--- config.mk ---
export PLATFORM = sky130hd
export DESIGN_NAME = ubp_uart
export DESIGN_NICKNAME = d
export VERILOG_FILES = /design/src/ubp_pkg.sv /design/src/ubp_baud_gen.sv /design/src/ubp_rx.sv /design/src/ubp_uart.sv
export SDC_FILE = /design/constraint.sdc
export NUM_CORES = 1
export LEC_CHECK = 0
export BUFFER_PORTS_ARGS = -buffer_cell sky130_fd_sc_hd__buf_2
export CORE_MARGIN = 4
export CORE_UTILIZATION = 37
export CTS_CLUSTER_DIAMETER = 60
export DETAILED_ROUTE_END_ITERATION = 6
export HOLD_SLACK_MARGIN = 0.1
export SYNTH_ARGS = -nofsm -noshare
export SYNTH_HDL_FRONTEND = slang
export SYNTH_SLANG_ARGS = --single-unit
--- constraint.sdc ---
create_clock -name aclk -period 2.2 [get_ports aclk]
set_input_delay 0.11 -clock aclk [delete_from_list [all_inputs] [get_ports aclk]]
set_output_delay 0.11 -clock aclk [all_outputs]
set_load 0.01 [all_outputs]
--- src/ubp_pkg.sv ---
// shared constants and types of the serial unit
// assumes a 32-bit AXI4-Lite register bus and one clock
package ubp_pkg;

  // -----------------------------------------------------------------
  // bus geometry and register indices (byte address = index * 4)
  // -----------------------------------------------------------------
  localparam int          ADDR_W     = 18;
  localparam int          DATA_W     = 32;
  localparam logic [15:0] IDX_MODE   = 16'hFF70;
  localparam logic [15:0] IDX_STAT   = 16'hFF71;
  localparam logic [15:0] IDX_BAUD   = 16'hFF73;
  localparam logic [15:0] IDX_RXBUF  = 16'hFF74;
  localparam logic [15:0] IDX_TXDATA = 16'hFF75;
  localparam logic [15:0] IDX_LINE   = 16'hFF76;
  localparam logic [1:0]  RESP_OKAY  = 2'h0;
  localparam logic [1:0]  RESP_SLVERR = 2'h2;

  // -----------------------------------------------------------------
  // reset values, write masks and fields
  // -----------------------------------------------------------------
  localparam logic [7:0] MODE_RST   = 8'h00;
  localparam logic [7:0] BAUD_RST   = 8'h00;
  localparam logic [7:0] MODE_WMASK = 8'hFC;
  localparam logic [7:0] BAUD_WMASK = 8'hF0;
  localparam int MODE_TXE = 7;
  localparam int MODE_RXE = 6;
  localparam int MODE_PS_HI = 5;
  localparam int MODE_PS_LO = 4;
  localparam int MODE_CL = 3;
  localparam int MODE_SL = 2;
  localparam int BAUD_SEL_HI = 7;
  localparam int BAUD_SEL_LO = 4;
  localparam int LINE_TXBUSY = 0;
  localparam int LINE_RXFULL = 1;

  // -----------------------------------------------------------------
  // baud source and bit timing
  // -----------------------------------------------------------------
  localparam logic [3:0] SEL_SYS_MAX = 4'h7;
  localparam logic [3:0] SEL_EXT     = 4'h8;
  localparam logic [7:0] DIV_MASK    = 8'hFF;
  localparam logic [3:0] OVS_MID     = 4'h7;
  localparam logic [3:0] OVS_LAST    = 4'hF;
  localparam logic [2:0] LAST_BIT_7  = 3'h6;
  localparam logic [2:0] LAST_BIT_8  = 3'h7;

  typedef enum logic [1:0] {PAR_NONE, PAR_ZERO, PAR_ODD, PAR_EVEN}
    ubp_par_t;
  typedef enum logic [2:0] {RX_IDLE, RX_START, RX_DATA, RX_PAR, RX_STOP}
    ubp_rx_state_t;
  typedef enum logic [2:0] {TX_IDLE, TX_START, TX_DATA, TX_PAR, TX_STOP}
    ubp_tx_state_t;

endpackage

--- src/ubp_baud_gen.sv ---
// sixteen-fold oversampling tick from system clock or external pin
// assumes the external pin is synchronous to aclk
`timescale 1ns/1ps
`default_nettype none
module ubp_baud_gen (
  input  wire logic       aclk,
  input  wire logic       aresetn,
  input  wire logic [3:0] sel,
  input  wire logic       ext_baud_clock_pin,
  output logic            tick_q
);

  logic [7:0] cnt_q;
  logic       pin_q;
  logic [7:0] mask;

  // -----------------------------------------------------------------
  // divider
  // -----------------------------------------------------------------
  // period two to the power of sel plus one
  assign mask = ubp_pkg::DIV_MASK >> (3'(ubp_pkg::SEL_SYS_MAX - sel));

  always_ff @(posedge aclk) begin
    if (!aresetn) begin
      cnt_q <= 8'h00;
      pin_q <= 1'b0;
    end else begin
      cnt_q <= cnt_q + 8'h01;
      pin_q <= ext_baud_clock_pin;
    end
  end

  always_ff @(posedge aclk) begin
    if (!aresetn) begin
      tick_q <= 1'b0;
    end else if (sel <= ubp_pkg::SEL_SYS_MAX) begin
      tick_q <= ((cnt_q & mask) == mask);
    end else if (sel == ubp_pkg::SEL_EXT) begin
      tick_q <= ext_baud_clock_pin & ~pin_q;
    end else begin
      tick_q <= 1'b0;
    end
  end
endmodule // ubp_baud_gen
`default_nettype wire

--- src/ubp_rx.sv ---
// receive path: start detect, centre sampling, parity and stop check
// assumes tick is the sixteen-fold oversampling enable
`timescale 1ns/1ps
`default_nettype none
module ubp_rx (
  input  wire logic       aclk,
  input  wire logic       aresetn,
  input  wire logic       enable,
  input  wire logic       tick,
  input  wire logic       rxd,
  input  wire logic [1:0] ps,
  input  wire logic       cl,
  output logic            done_q,
  output logic [7:0]      data_q,
  output logic            pe_q,
  output logic            fe_q
);

  ubp_pkg::ubp_rx_state_t state_q;
  logic [3:0] cnt_q;
  logic [2:0] idx_q;
  logic [7:0] shift_q;
  logic       par_q;
  logic       bit_end;

  assign bit_end = tick && (cnt_q == ubp_pkg::OVS_LAST);

  // -----------------------------------------------------------------
  // frame sequencing
  // -----------------------------------------------------------------
  always_ff @(posedge aclk) begin
    if (!aresetn || !enable) begin
      state_q <= ubp_pkg::RX_IDLE;
      cnt_q   <= 4'h0;
      idx_q   <= 3'h0;
      shift_q <= 8'h00;
      par_q   <= 1'b0;
    end else begin
      if (tick) begin
        cnt_q <= cnt_q + 4'h1;
      end
      case (state_q)
        ubp_pkg::RX_IDLE: begin
          if (!rxd) begin
            state_q <= ubp_pkg::RX_START;
            cnt_q   <= 4'h0;
          end
        end
        ubp_pkg::RX_START: begin
          if (tick && cnt_q == ubp_pkg::OVS_MID) begin
            cnt_q   <= 4'h0;
            idx_q   <= 3'h0;
            shift_q <= 8'h00;
            state_q <= rxd ? ubp_pkg::RX_IDLE : ubp_pkg::RX_DATA;
          end
        end
        ubp_pkg::RX_DATA: begin
          if (bit_end) begin
            shift_q[idx_q] <= rxd;
            idx_q <= idx_q + 3'h1;
            if (idx_q == (cl ? ubp_pkg::LAST_BIT_8 : ubp_pkg::LAST_BIT_7))
            begin
              state_q <= (ps == ubp_pkg::PAR_NONE) ? ubp_pkg::RX_STOP
                                                   : ubp_pkg::RX_PAR;
            end
          end
        end
        ubp_pkg::RX_PAR: begin
          if (bit_end) begin
            par_q   <= rxd;
            state_q <= ubp_pkg::RX_STOP;
          end
        end
        ubp_pkg::RX_STOP: begin
          if (bit_end) begin
            state_q <= ubp_pkg::RX_IDLE;
          end
        end
        default: state_q <= ubp_pkg::RX_IDLE;
      endcase
    end
  end

  // -----------------------------------------------------------------
  // frame result
  // -----------------------------------------------------------------
  always_ff @(posedge aclk) begin
    if (!aresetn) begin
      done_q <= 1'b0;
      data_q <= 8'h00;
      pe_q   <= 1'b0;
      fe_q   <= 1'b0;
    end else begin
      done_q <= enable && bit_end && (state_q == ubp_pkg::RX_STOP);
      if (enable && bit_end && state_q == ubp_pkg::RX_STOP) begin
        data_q <= shift_q;
        fe_q <= !rxd;
        case (ps)
          ubp_pkg::PAR_ODD:  pe_q <= ~(^{shift_q, par_q});
          ubp_pkg::PAR_EVEN: pe_q <= ^{shift_q, par_q};
          default:           pe_q <= 1'b0;
        endcase
      end
    end
  end
endmodule // ubp_rx
`default_nettype wire

--- src/ubp_uart.sv ---
// serial unit top: AXI4-Lite registers, transmitter, error status
// assumes one clock aclk at 40 MHz and synchronous serial inputs
//
// Local design decision: the AXI4-Lite interface to the registers.
`timescale 1ns/1ps
`default_nettype none
module ubp_uart (
  input  wire logic                       aclk,
  input  wire logic                       aresetn,
  input  wire logic [ubp_pkg::ADDR_W-1:0] awaddr,
  input  wire logic                       awvalid,
  output logic                            awready,
  input  wire logic [31:0]                wdata,
  input  wire logic [3:0]                 wstrb,
  input  wire logic                       wvalid,
  output logic                            wready,
  output logic [1:0]                      bresp,
  output logic                            bvalid,
  input  wire logic                       bready,
  input  wire logic [ubp_pkg::ADDR_W-1:0] araddr,
  input  wire logic                       arvalid,
  output logic                            arready,
  output logic [31:0]                     rdata,
  output logic [1:0]                      rresp,
  output logic                            rvalid,
  input  wire logic                       rready,
  input  wire logic                       rxd,
  output logic                            txd,
  input  wire logic                       ext_baud_clock_pin
);

  // -----------------------------------------------------------------
  // declarations
  // -----------------------------------------------------------------
  logic [7:0]  mode_q;
  logic [7:0]  baud_q;
  logic        aw_hold_q;
  logic        w_hold_q;
  logic [15:0] wr_idx_q;
  logic [7:0]  wdata_q;
  logic        wlane_q;
  logic        wr_fire;
  logic        wr_ok;
  logic [15:0] rd_idx;
  logic        ar_hs;
  logic        buf_rd;
  logic [7:0]  rd_byte;
  logic        rd_ok;
  logic        pe_q;
  logic        fe_q;
  logic        ove_q;
  logic [7:0]  rx_buf_q;
  logic        rx_full_q;
  logic        tick;
  logic        rx_done;
  logic [7:0]  rx_data;
  logic        rx_pe;
  logic        rx_fe;
  ubp_pkg::ubp_tx_state_t tx_state_q;
  logic [3:0]  tx_cnt_q;
  logic [2:0]  tx_idx_q;
  logic [7:0]  tx_shift_q;
  logic        tx_par_q;
  logic        tx_stop2_q;
  logic        tx_start;
  logic        tx_end;
  logic [7:0]  tx_char;
  logic [1:0]  ps;
  logic        cl;

  assign ps = mode_q[ubp_pkg::MODE_PS_HI:ubp_pkg::MODE_PS_LO];
  assign cl = mode_q[ubp_pkg::MODE_CL];

  // -----------------------------------------------------------------
  // submodules
  // -----------------------------------------------------------------
  ubp_baud_gen u_baud (
    .aclk               (aclk),
    .aresetn            (aresetn),
    .sel                (baud_q[ubp_pkg::BAUD_SEL_HI:ubp_pkg::BAUD_SEL_LO]),
    .ext_baud_clock_pin (ext_baud_clock_pin),
    .tick_q             (tick)
  );

  ubp_rx u_rx (
    .aclk    (aclk),
    .aresetn (aresetn),
    .enable  (mode_q[ubp_pkg::MODE_RXE]),
    .tick    (tick),
    .rxd     (rxd),
    .ps      (ps),
    .cl      (cl),
    .done_q  (rx_done),
    .data_q  (rx_data),
    .pe_q    (rx_pe),
    .fe_q    (rx_fe)
  );

  // -----------------------------------------------------------------
  // write channel
  // -----------------------------------------------------------------
  assign wr_fire = aw_hold_q && w_hold_q && !bvalid;
  assign wr_ok   = wlane_q && (wr_idx_q == ubp_pkg::IDX_MODE ||
                               wr_idx_q == ubp_pkg::IDX_BAUD ||
                               wr_idx_q == ubp_pkg::IDX_TXDATA);

  always_ff @(posedge aclk) begin
    if (!aresetn) begin
      awready   <= 1'b0;
      aw_hold_q <= 1'b0;
      wr_idx_q  <= 16'h0000;
    end else if (awvalid && awready) begin
      awready   <= 1'b0;
      aw_hold_q <= 1'b1;
      wr_idx_q  <= awaddr[ubp_pkg::ADDR_W-1:2];
    end else if (wr_fire) begin
      aw_hold_q <= 1'b0;
    end else if (!aw_hold_q && !bvalid) begin
      awready   <= 1'b1;
    end
  end

  always_ff @(posedge aclk) begin
    if (!aresetn) begin
      wready   <= 1'b0;
      w_hold_q <= 1'b0;
      wdata_q  <= 8'h00;
      wlane_q  <= 1'b0;
    end else if (wvalid && wready) begin
      wready   <= 1'b0;
      w_hold_q <= 1'b1;
      wdata_q  <= wdata[7:0];
      wlane_q  <= wstrb[0];
    end else if (wr_fire) begin
      w_hold_q <= 1'b0;
    end else if (!w_hold_q && !bvalid) begin
      wready   <= 1'b1;
    end
  end

  always_ff @(posedge aclk) begin
    if (!aresetn) begin
      bvalid <= 1'b0;
      bresp  <= ubp_pkg::RESP_OKAY;
    end else if (wr_fire) begin
      bvalid <= 1'b1;
      bresp  <= wr_ok ? ubp_pkg::RESP_OKAY : ubp_pkg::RESP_SLVERR;
    end else if (bready) begin
      bvalid <= 1'b0;
    end
  end

  always_ff @(posedge aclk) begin
    if (!aresetn) begin
      mode_q <= ubp_pkg::MODE_RST;
    end else if (wr_fire && wlane_q && wr_idx_q == ubp_pkg::IDX_MODE) begin
      mode_q <= wdata_q & ubp_pkg::MODE_WMASK;
    end
  end

  always_ff @(posedge aclk) begin
    if (!aresetn) begin
      baud_q <= ubp_pkg::BAUD_RST;
    end else if (wr_fire && wlane_q && wr_idx_q == ubp_pkg::IDX_BAUD) begin
      baud_q <= wdata_q & ubp_pkg::BAUD_WMASK;
    end
  end

  // -----------------------------------------------------------------
  // read channel
  // -----------------------------------------------------------------
  assign ar_hs  = arvalid && arready;
  assign rd_idx = araddr[ubp_pkg::ADDR_W-1:2];
  assign buf_rd = ar_hs && (rd_idx == ubp_pkg::IDX_RXBUF);

  always_comb begin
    rd_byte = 8'h00;
    rd_ok   = 1'b1;
    case (rd_idx)
      ubp_pkg::IDX_MODE:   rd_byte = mode_q;
      ubp_pkg::IDX_STAT:   rd_byte = {5'h00, pe_q, fe_q, ove_q};
      ubp_pkg::IDX_BAUD:   rd_byte = baud_q;
      ubp_pkg::IDX_RXBUF:  rd_byte = rx_buf_q;
      ubp_pkg::IDX_TXDATA: rd_byte = tx_shift_q;
      ubp_pkg::IDX_LINE: begin
        rd_byte[ubp_pkg::LINE_TXBUSY] = (tx_state_q != ubp_pkg::TX_IDLE);
        rd_byte[ubp_pkg::LINE_RXFULL] = rx_full_q;
      end
      default:             rd_ok   = 1'b0;
    endcase
  end

  always_ff @(posedge aclk) begin
    if (!aresetn) begin
      arready <= 1'b0;
      rvalid  <= 1'b0;
      rdata   <= 32'h0000_0000;
      rresp   <= ubp_pkg::RESP_OKAY;
    end else if (ar_hs) begin
      arready <= 1'b0;
      rvalid  <= 1'b1;
      rdata   <= {24'h00_0000, rd_byte};
      rresp   <= rd_ok ? ubp_pkg::RESP_OKAY : ubp_pkg::RESP_SLVERR;
    end else if (rvalid) begin
      rvalid  <= !rready;
    end else begin
      arready <= 1'b1;
    end
  end

  // -----------------------------------------------------------------
  // receive buffer and error status
  // -----------------------------------------------------------------
  // flags move with the buffer
  always_ff @(posedge aclk) begin
    if (!aresetn) begin
      rx_buf_q  <= 8'h00;
      rx_full_q <= 1'b0;
      pe_q      <= 1'b0;
      fe_q      <= 1'b0;
      ove_q     <= 1'b0;
    end else if (rx_done) begin
      rx_buf_q  <= rx_data;
      rx_full_q <= 1'b1;
      pe_q      <= rx_pe;
      fe_q      <= rx_fe;
      ove_q     <= rx_full_q && !buf_rd;
    end else if (buf_rd) begin
      rx_full_q <= 1'b0;
      pe_q      <= 1'b0;
      fe_q      <= 1'b0;
      ove_q     <= 1'b0;
    end
  end

  // -----------------------------------------------------------------
  // transmitter
  // -----------------------------------------------------------------
  // bit 7 dropped in seven-bit mode
  assign tx_char  = cl ? wdata_q : {1'b0, wdata_q[6:0]};
  assign tx_start = wr_fire && wlane_q && wr_idx_q == ubp_pkg::IDX_TXDATA
                    && mode_q[ubp_pkg::MODE_TXE]
                    && tx_state_q == ubp_pkg::TX_IDLE;
  assign tx_end   = tick && (tx_cnt_q == ubp_pkg::OVS_LAST);

  always_ff @(posedge aclk) begin
    if (!aresetn || !mode_q[ubp_pkg::MODE_TXE]) begin
      tx_state_q <= ubp_pkg::TX_IDLE;
      tx_cnt_q   <= 4'h0;
      tx_idx_q   <= 3'h0;
      tx_shift_q <= 8'h00;
      tx_par_q   <= 1'b0;
      tx_stop2_q <= 1'b0;
    end else begin
      if (tick) begin
        tx_cnt_q <= tx_cnt_q + 4'h1;
      end
      case (tx_state_q)
        ubp_pkg::TX_IDLE: begin
          if (tx_start) begin
            tx_state_q <= ubp_pkg::TX_START;
            tx_cnt_q   <= 4'h0;
            tx_idx_q   <= 3'h0;
            tx_shift_q <= tx_char;
            tx_stop2_q <= mode_q[ubp_pkg::MODE_SL];
            case (ps)
              ubp_pkg::PAR_ODD:  tx_par_q <= ~(^tx_char);
              ubp_pkg::PAR_EVEN: tx_par_q <= ^tx_char;
              default:           tx_par_q <= 1'b0;
            endcase
          end
        end
        ubp_pkg::TX_START: begin
          if (tx_end) begin
            tx_state_q <= ubp_pkg::TX_DATA;
          end
        end
        ubp_pkg::TX_DATA: begin
          if (tx_end) begin
            tx_shift_q <= {1'b0, tx_shift_q[7:1]};
            tx_idx_q   <= tx_idx_q + 3'h1;
            if (tx_idx_q == (cl ? ubp_pkg::LAST_BIT_8 : ubp_pkg::LAST_BIT_7))
            begin
              tx_state_q <= (ps == ubp_pkg::PAR_NONE) ? ubp_pkg::TX_STOP
                                                      : ubp_pkg::TX_PAR;
            end
          end
        end
        ubp_pkg::TX_PAR: begin
          if (tx_end) begin
            tx_state_q <= ubp_pkg::TX_STOP;
          end
        end
        ubp_pkg::TX_STOP: begin
          if (tx_end) begin
            tx_stop2_q <= 1'b0;
            if (!tx_stop2_q) begin
              tx_state_q <= ubp_pkg::TX_IDLE;
            end
          end
        end
        default: tx_state_q <= ubp_pkg::TX_IDLE;
      endcase
    end
  end

  // line level follows the state one cycle later
  always_ff @(posedge aclk) begin
    if (!aresetn) begin
      txd <= 1'b1;
    end else begin
      case (tx_state_q)
        ubp_pkg::TX_START: txd <= 1'b0;
        ubp_pkg::TX_DATA:  txd <= tx_shift_q[0];
        ubp_pkg::TX_PAR:   txd <= tx_par_q;
        default:           txd <= 1'b1;
      endcase
    end
  end
endmodule // ubp_uart
`default_nettype wire

==> results of run 1 <==
-- cell type report --
class	count	area (sq um)
clock buffers	18	439.2
clock inverters	14	207.7
fillers	1478	8128
inverters	13	48.80
multi-input cells	514	3084
flip-flops and latches	125	2502
well taps	211	264.0
repair buffers	109	753.2
-- final timing paths --
path | from | to | slack [ns] | cells after the start
setup / recovery | bvalid | mode_q[4] | 0.23 | 5
hold / removal | araddr[2] | rdata[1] | 0.18 | 3
setup reg to reg | bvalid | mode_q[4] | 0.23 | 5
hold reg to reg | u_rx.data_q[0] | u_rx.data_q[0] | 0.46 | 2
-- repair_timing --
item                      CTS  global route
hold endpoints to repair   38             0
hold buffers               34             0
resized for setup           0             0
-- layer usage --
layer,share of wire [%],wire length (um),vias up
li1,-,-,2530
met1,46,6649,2381
met2,46,6580,152
met3,6.4,910,17
met4,1.2,177,0
met5,0,0,-
-- power groups by stage --
stage	clock, W	combinational, W	sequential, W
after floorplan	0	0.000212	0.00239
after global placement	0	0.000267	0.00240
after detailed placement	0	0.000273	0.00240
after CTS	0.00310	0.000320	0.00235
after global routing	0.00320	0.000361	0.00235
final	0.00305	0.000324	0.00235
-- cell usage in the layout, fill, tap and decap left out, drive strengths merged, types with 4 or more instances in the layout --
cell type	instances
a21oi	61
a221oi	7
a22o	4
a31o	4
and2	9
and3	6
buf	75
bufinv	4
clkbuf	18
conb	26
dfxtp	125
dlygate4sd3	34
ha	5
inv	18
mux2i	34
nand2	103
nand2b	5
nand3	22
nand3b	10
nand4	8
nand4b	8
nor2	58
nor2b	15
nor3	27
nor3b	6
nor4	4
o211ai	5
o21ai	15
xnor2	16
xor2	14
-- flip-flops by register name, summed over array words and instances (netlist names), 4 cells and up --
| name | flops |
|---|---|
| rx_buf_q | 8 |
| u_rx.shift_q | 8 |
| u_rx.data_q | 8 |
| wdata_q | 8 |
| tx_shift_q | 8 |
| wr_idx_q | 16 |
| u_baud.cnt_q | 8 |
| tx_cnt_q | 4 |
| u_rx.cnt_q | 4 |
| baud_q | 4 |
| rdata | 8 |
| mode_q | 6 |
-- through the flow --
step	util (%)	std cells	total power (W)	instance area, sq um
after floorplan	-	714	0.002602	5989
after global placement	40.92	938	0.002663	6312
after detailed placement	40.92	938	0.002672	6312
after CTS	47.32	1004	0.005771	7300
after global routing	47.32	1004	0.005921	7300
final	47.32	1004	0.005719	7300
-- cells by family (layout without fill, tap and decap cells) --
| group | after synthesis | after routing | synth area share (%) |
|---|---|---|---|
| buffers and inverters | 75 | 154 | 6.833 |
| other | 1 | 26 | 0.06361 |
| muxes | 37 | 37 | 6.537 |
| and+or+nand+nor | 291 | 291 | 24.70 |
| adders and majority gates | 5 | 5 | 1.061 |
| DFF | 125 | 125 | 42.44 |
| AOI/OAI and AO/OA | 123 | 123 | 13.14 |
| xor gates and xnor gates | 32 | 32 | 5.221 |
-- critical path, cell delays in order (launching register included) --
cell	delay, ns
dfxtp_1	0.36
nand3b_1	0.28
nor4_1	0.47
nand3b_1	0.41
mux2i_1	0.26
nor2_1	0.06
==> impl_results.md, run 1 <==
- Starting density of the core: 38.22%
- Worst Skew: 0.007914 ns
- Part of the power in registers: 41.1%
- Syn avg cell area: 8.557 sq um
- Minimum setup slack in the final design: 0.2253 ns
- Fraction of layout cells with a size suffix above 1: 15.76%
- Total wire length after detailed routing: 14320 um
- Remaining design rule violation count: 0
- Number of failing hold endpoints at the final stage: 0
- Final worst path period share: 89.76%
- Met3 Use GR: 4.164%
- Final HPWL DP: 10160 um
- Part of the power in combinational logic: 5.7%
- Leading cell types by total area after synthesis: dfxtp_1 (42%), nand2_1 (6.5%), mux2i_1 (5.8%)
- Clock power frac: 53.3%
- Synth Register Bits: 125
- Via count of the first global-routing pass: 4873
- Startpoint class of the critical path: register
- Met1 demand-to-capacity share in global routing: 21.15%
- Unrepaired setup endpoints after global routing: false
- Die ar.: 18020 sq um
- Antenna violations before repair: 0
- Area of the mapped netlist: 5896 sq um
- Most used routing layer: met2
- Warnings from Yosys: 0
- Switching share of total power: 22.87%
- Synthesized netlist cell count: 689
- Core region area: 15430 sq um
- Static Leakage: 2.859 nW
- Clock Sink Count: 125
- TritonCTS clock tree: yes
- Vias per Instance: 5.060
- Overflow after GRT: 0
- Root Driver: clkbuf_16
- Worst EP arrival: 2.27 ns
- Slew @ Worst Pin: 0.6307 ns
- Power per cell area: 783.5 nW/um^2
- Cell type with the highest aggregate area in the netlist: dfxtp_1
- Number of top-level pins: 123
- Number of enable-type register cells in the synthesized netlist: 0
- Worst supply voltage drop on vdd: 0.5558 mV
- Nets: 866
- Kind of critical path: reg -> reg
- Type of the most critical hold path: in -> reg
- Ys flop type: dfxtp_1
- Switching power total: 0.001308 W
- Register area share after synthesis: 42.44%
- Number of pins exceeding their max-slew limit in the final report: 0
- Number of nets still failing antenna checks after routing: 0
- Number of placement rows: 45
- Number of antenna repair diodes: 0
- Cell internal power dissipation: 0.004411 W
- Number of violations reported at the end of detailed-routing iteration 0: 312
- Fraction of synthesized cell area taken by the top area cell type: 42.44%
- Die Y-Extent: 134.2 um
- H-tree levels: 4
- Number of buffers inserted to repair setup after CTS: 0
- Most numerous cell types in the synthesized netlist: dfxtp_1 (125), nand2_1 (102), a21oi_1 (61), nor2_1 (58), mux2i_1 (34)
- Share of flip-flops with an asynchronous set or reset: 0%
- Routed wire per std cell: 14.26 um
- Worst Hold Slack: 0.1767 ns
- Layout area overhead: 23.81%
- Total number of vias: 5080
- Global routing met2 resource utilization: 25.75%
- Num CTS Buffers: 17
- Status: finished clean
- Wire length of the first global-routing pass: 23540 um
- CTS Buffer Depth: 2
- Worst max-slew margin expressed relative to the limit: 57.90%
- DIE WIDTH: 134.2 um
- Post-Route Setup TNS: 0 ns
- FMAX: 506.4 MHz
- Most instantiated library cell after synthesis: dfxtp_1
- Skew-Pair Late Insertion Delay: 0.42 ns
- Data required time at the worst endpoint: 2.50 ns
- Clock transition at path regs: 0.06 ns
- Number of I/O port buffers: 65
- Largest fanout on the critical path: 7
- Number of distinct library cell variants in the gate-level netlist after synthesis: 61
- Routability-driven placement congestion ratio: 0.8176
- Final period demand of the worst path: 1.975 ns
- Max Cap Viol: 0
- Pin count of the biggest net entering global routing: 61
- Endpoint type of the worst setup path: register
- Final setup fails: 0
- Total track usage: 15.99%
- Detailed-router iteration count before antenna repair: 7
- Setup slack at placement: 0.2724 ns
Power figures use the tool's default switching activity.
==> inputs of run 2 (changes only) <==
- PLACE_DENSITY_LB_ADDON: not set -> 0.1
==> impl_results.md, run 2 (synthesis results as in run 1) <==
- Overflow after GRT: 0 (unchanged)
- Routability-driven placement congestion ratio: 0.8016 (was 0.8176)
- Number of top-level pins: 123 (unchanged)
- Starting density of the core: 38.22% (unchanged)
- Number of failing hold endpoints at the final stage: 0 (unchanged)
- Clock transition at path regs: 0.06 ns (about the same)
- Wire length of the first global-routing pass: 24040 um (was 23540 um)
- Detailed-router iteration count before antenna repair: 5 (was 7)
- Worst max-slew margin expressed relative to the limit: 54.69% (was 57.90%)
- Max Cap Viol: 0 (unchanged)
- Vias per Instance: 4.992 (was 5.060)
- FMAX: 476.6 MHz (was 506.4 MHz)
- Startpoint class of the critical path: input port (was register)
- Leading cell type in the layout, fill and taps excluded: dfxtp_1 (unchanged)
- Data required time at the worst endpoint: 2.51 ns (was 2.50 ns)
- DIE WIDTH: 134.2 um (unchanged)
- Worst path slowest cell: dlygate4sd3_1 (was nor4_1)
- Skew-Pair Late Insertion Delay: 0.42 ns (about the same)
- Num CTS Buffers: 17 (unchanged)
- Kind of cell with the highest combined delay on the critical path: buffers and inverters (was simple AND/OR/NAND/NOR gates)
- Max reg flops: 16 (unchanged)
- Total number of vias: 5072 (was 5080)
- Worst supply voltage drop on vdd: 0.5638 mV (was 0.5558 mV)
- Static Leakage: 2.888 nW (was 2.859 nW)
- Type of the most critical hold path: in -> reg (unchanged)
- Nets: 878 (was 866)
- Number of I/O port buffers: 65 (unchanged)
- Number of nets still failing antenna checks after routing: 0 (unchanged)
- Pin count of the biggest net entering global routing: 54 (was 61)
- Final worst path period share: 95.37% (was 89.76%)
- Post-Route Setup TNS: 0 ns (unchanged)
- Routed wire per std cell: 14.46 um (was 14.26 um)
- Worst EP arrival: 2.41 ns (was 2.27 ns)
- Remaining design rule violation count: 0 (unchanged)
- Power per cell area: 740.8 nW/um^2 (was 783.5 nW/um^2)
- Kind of critical path: in -> reg (was reg -> reg)
- Antenna violations before repair: 0 (unchanged)
- Worst Skew: 0.006784 ns (was 0.007914 ns)
- Leading cell types in the layout, fill and taps excluded: dfxtp_1 (125), nand2_1 (102), buf_2 (65) (unchanged)
- Number of violations reported at the end of detailed-routing iteration 0: 259 (was 312)
- Ordered cell list for the critical path: dlygate4sd3_1 > buf_2 > nand2_1 > dlygate4sd3_1 > nor4_4 > buf_4 > and2_1 > mux4_2 > a22o_1 (was nand3b_1 > nor4_1 > nand3b_1 > mux2i_1 > nor2_1)
- H-tree levels: 4 (unchanged)
- Die Y-Extent: 134.2 um (unchanged)
- Most flops, register: wr_idx_q (unchanged)
- Total track usage: 16.70% (was 15.99%)
- Fraction of layout cells with a size suffix above 1: 16.52% (was 15.76%)
- Final setup fails: 0 (unchanged)
- Clock Sink Count: 125 (unchanged)
- CTS Buffer Depth: 2 (unchanged)
- Unrepaired setup endpoints after global routing: false (unchanged)
- Final HPWL DP: 10440 um (was 10160 um)
- Launch instance of the worst register-to-register path: wr_idx_q[13] (was bvalid)
- Core region area: 15430 sq um (unchanged)
- Number of antenna repair diodes: 0 (unchanged)
- Buf/Inv on CP: 4 (was 0)
- Largest fanout on the critical path: 5 (was 7)
- TritonCTS clock tree: yes (unchanged)
- Worst Hold Slack: 0.1205 ns (was 0.1767 ns)
- Die ar.: 18020 sq um (unchanged)
- Critical path's largest stage delay: 0.59 ns (was 0.47 ns)
- Status: finished clean (unchanged)
- Cell seen most often among critical-path stages: dlygate4sd3_1 (was nand3b_1)
- Number of pins exceeding their max-slew limit in the final report: 0 (unchanged)
- Total wire length after detailed routing: 14690 um (was 14320 um)
- Beginning of the worst hold path: aresetn (was araddr[2])
- Final period demand of the worst path: 2.098 ns (was 1.975 ns)
- Via count of the first global-routing pass: 4730 (was 4873)
- Root Driver: clkbuf_16 (unchanged)
- Slew @ Worst Pin: 0.6787 ns (was 0.6307 ns)
- Launch point of the critical path: araddr[12] (was bvalid)
- Layout area overhead: 24.49% (was 23.81%)
- Endpoint type of the worst setup path: register (unchanged)
- Number of placement rows: 45 (unchanged)
run 2: area by class of cell:
type	instances	area, sq um
clock inverter	15	165.2
timing repair buffer	121	840.8
inverter	13	48.80
fill	1518	8088
tap	211	264.0
clock buffer	17	425.4
sequential	125	2502
multi-input combinational	514	3093
run 2: final timing paths:
check	end	slack, ns	cells after the start
max	rdata[2]	0.10	9
min	rresp[1]	0.12	3
max reg2reg	tx_shift_q[4]	0.32	5
min reg2reg	u_rx.data_q[1]	0.46	2
run 2: routing by layer:
metal | vias to the layer above | part of all wire (%) | track usage (%)
met1 | 2347 | 48 | 22.57
met5 | - | 0 | 0
met2 | 138 | 45 | 26.15
met4 | 0 | 1.3 | 5.090
met3 | 18 | 5.1 | 4.501
li1 | 2569 | - | -
run 2: repair_timing:
item / in CTS / in global routing
endpoints found under the setup margin: 0 / 12
hold buffers: 39 / 0
gates resized for setup: 0 / 1
buffers inserted: 0 / 2
hold endpoints to repair: 37 / 0
run 2: per-stage QoR:
stage	utilization, %	area (sq um)	cells	power [W]	setup WS [ns]
after floorplan	-	5989	714	0.002602	0.5446
after global placement	41.13	6345	944	0.002665	0.3632
after detailed placement	41.13	6345	944	0.002671	0.3393
after CTS	47.49	7326	1015	0.005502	0.03628
after global routing	47.58	7340	1016	0.005655	0.001319
final	47.58	7340	1016	0.005437	0.1018
run 2: worst register-to-register path, stage by stage, from the launching register on:
cell and delay (ns):
dfxtp_1 0.33, nand4_1 0.18, nor3_1 0.43, and4b_1 0.56, nor3_1 0.11, nor3_1 0.19
run 2: report_power, final:
group          leakage, nW  total, W  internal, W  switching [W]
clock                0.282   0.00276      0.00168        0.00108
combinational         1.59  0.000327     0.000155       0.000172
sequential            1.01   0.00235      0.00231      0.0000410
==> inputs of run 3 (changes only) <==
- GPL_TIMING_DRIVEN: not set -> 0
==> impl_results.md, run 3 (synthesis results as in run 1) <==
- Placed cell count: 988 (was 944)
- Data required time at the worst endpoint: 2.48 ns (was 2.51 ns)
- Number of violations reported at the end of detailed-routing iteration 0: 323 (was 259)
- Total number of vias: 5148 (was 5072)
- Kind of critical path: reg -> reg (was in -> reg)
- Number of antenna repair diodes: 0 (unchanged)
- Die Y-Extent: 134.2 um (unchanged)
- Final setup fails: 0 (unchanged)
- Depth of the worst register-to-register path: 6 (was 5)
- Layout area overhead: 26.93% (was 24.49%)
- Worst Skew: 0.008501 ns (was 0.006784 ns)
- Worst supply voltage drop on vdd: 0.5480 mV (was 0.5638 mV)
- Routability-driven placement congestion ratio: 0.8144 (was 0.8016)
- DIE WIDTH: 134.2 um (unchanged)
- Launch instance of the worst register-to-register path: wr_idx_q[14] (was wr_idx_q[13])
- Unrepaired setup endpoints after global routing: false (unchanged)
- Skew-Pair Late Insertion Delay: 0.41 ns (was 0.42 ns)
- Worst EP arrival: 2.31 ns (was 2.41 ns)
- Most flops, register: wr_idx_q (unchanged)
- Number of I/O port buffers: 63 (was 65)
- Routed wire per std cell: 14.48 um (was 14.46 um)
- Final Non-Filler Cells: 1054 (was 1016)
- Core region area: 15430 sq um (unchanged)
- Power per cell area: 723.3 nW/um^2 (was 740.8 nW/um^2)
- Starting density of the core: 38.22% (unchanged)
- TritonCTS clock tree: yes (unchanged)
- Via count of the first global-routing pass: 4928 (was 4730)
- Post-Route Setup TNS: 0 ns (unchanged)
- Largest fanout on the critical path: 10 (was 5)
- Startpoint class of the critical path: register (was input port)
- Setup slack at placement: 0.2555 ns (was 0.3393 ns)
- H-tree levels: 4 (unchanged)
- Clock transition at path regs: 0.06 ns (about the same)
- Final worst path period share: 92.46% (was 95.37%)
- Slew @ Worst Pin: 0.8418 ns (was 0.6787 ns)
- Worst max-slew margin expressed relative to the limit: 43.17% (was 54.69%)
- Endpoint type of the worst setup path: register (unchanged)
- Total track usage: 17.29% (was 16.70%)
- Type of the most critical hold path: in -> reg (unchanged)
- Leading cell type in the layout, fill and taps excluded: dfxtp_1 (unchanged)
- Static Leakage: 2.986 nW (was 2.888 nW)
- Num CTS Buffers: 17 (unchanged)
- FMAX: 491.6 MHz (was 476.6 MHz)
- Number of failing hold endpoints at the final stage: 0 (unchanged)
- Status: finished clean (unchanged)
- Number of nets still failing antenna checks after routing: 0 (unchanged)
- Clock Sink Count: 125 (unchanged)
- Critical register-to-register path endpoint: tx_shift_q[4] (unchanged)
- Number of placement rows: 45 (unchanged)
- Final period demand of the worst path: 2.034 ns (was 2.098 ns)
- Antenna violations before repair: 0 (unchanged)
- Die ar.: 18020 sq um (unchanged)
- Crit path capture: tx_shift_q[4] (was rdata[2])
- CTS Buffer Depth: 2 (unchanged)
- Fraction of layout cells with a size suffix above 1: 17.56% (was 16.52%)
- Minimum setup slack in the final design: 0.1659 ns (was 0.1018 ns)
- Nets: 916 (was 878)
- Root Driver: clkbuf_16 (unchanged)
- Final HPWL DP: 11360 um (was 10440 um)
- Remaining design rule violation count: 0 (unchanged)
- Total wire length after detailed routing: 15260 um (was 14690 um)
- Max reg flops: 16 (unchanged)
- FILL cells: 1526 (was 1518)
- Internal reg-to-reg setup slack: 0.17 ns (was 0.32 ns)
- Pin count of the biggest net entering global routing: 17 (was 54)
- Leading cell types in the layout, fill and taps excluded: dfxtp_1 (125), nand2_1 (102), buf_2 (70) (was dfxtp_1 (125), nand2_1 (102), buf_2 (65))
- Number of top-level pins: 123 (unchanged)
- Vias per Instance: 4.884 (was 4.992)
- Wire length of the first global-routing pass: 24850 um (was 24040 um)
- Max Cap Viol: 0 (unchanged)
- Number of pins exceeding their max-slew limit in the final report: 0 (unchanged)
- Overflow after GRT: 0 (unchanged)
- Detailed-router iteration count before antenna repair: 4 (was 5)
- Launch point of the critical path: wr_idx_q[14] (was araddr[12])
[run 3: per-stage QoR]
stage          area [sq um]  hold WS (ns)  total power, W  util, %
5_1_grt                7483        0.2323        0.005645    48.51
4_1_cts                7483        0.2085        0.005499    48.51
6_report               7483        0.2029        0.005412    48.51
3_3_place_gp           6569        0.3524        0.002712    42.58
2_1_floorplan          5989        0.2460        0.002602        -
3_5_place_dp           6569        0.3587        0.002717    42.58
[run 3: cell type report]
cell class                 count  area [sq um]  area share [%]
tap                          211         264.0           3.528
sequential                   125          2502           33.44
clock inverter                14         145.1           1.939
inverter                      13         48.80          0.6521
timing repair buffer          97         655.6           8.761
buffer                        62         354.1           4.732
clock buffer                  18         429.2           5.735
multi-input combinational    514          3084           41.21
[run 3: what timing repair did]
action | in CTS | in global routing
buffers inserted | 0 | 0
gates resized for setup | 0 | 0
hold buffers | 34 | 0
hold endpoints to repair | 33 | 0
[run 3: power by group]
| part | leakage [nW] | internal, W | switching (W) | total, W |
|---|---|---|---|---|
| sequential | 1.01 | 0.00231 | 0.0000409 | 0.00235 |
| clock | 0.272 | 0.00166 | 0.00104 | 0.00270 |
| combinational | 1.70 | 0.000181 | 0.000183 | 0.000364 |
[run 3: critical path: stages, from the launching register on]
cell      delay [ns]
dfxtp_1         0.34
nand4_1         0.18
nor3_1          0.52
nand4b_1        0.23
buf_2           0.25
a221oi_1        0.30
nor3_1          0.07
[run 3: metal layers]
layer	part of all wire (%)	GRT usage (%)
met4	1.2	5.939
met1	49	23.52
met5	0	0
met3	4.9	4.201
met2	45	26.87
[run 3: worst min path at each step]
stage                from  slack [ns]             to  depth (start not counted)
6_report          aresetn        0.20        arready                          3
5_1_grt           aresetn        0.23        arready                          3
4_1_cts           aresetn        0.21  u_rx.idx_q[1]                          3
3_5_place_dp    awaddr[6]        0.36    wr_idx_q[4]                          3
3_3_place_gp    awaddr[6]        0.35    wr_idx_q[4]                          3
2_1_floorplan  awaddr[12]        0.25   wr_idx_q[10]                          2
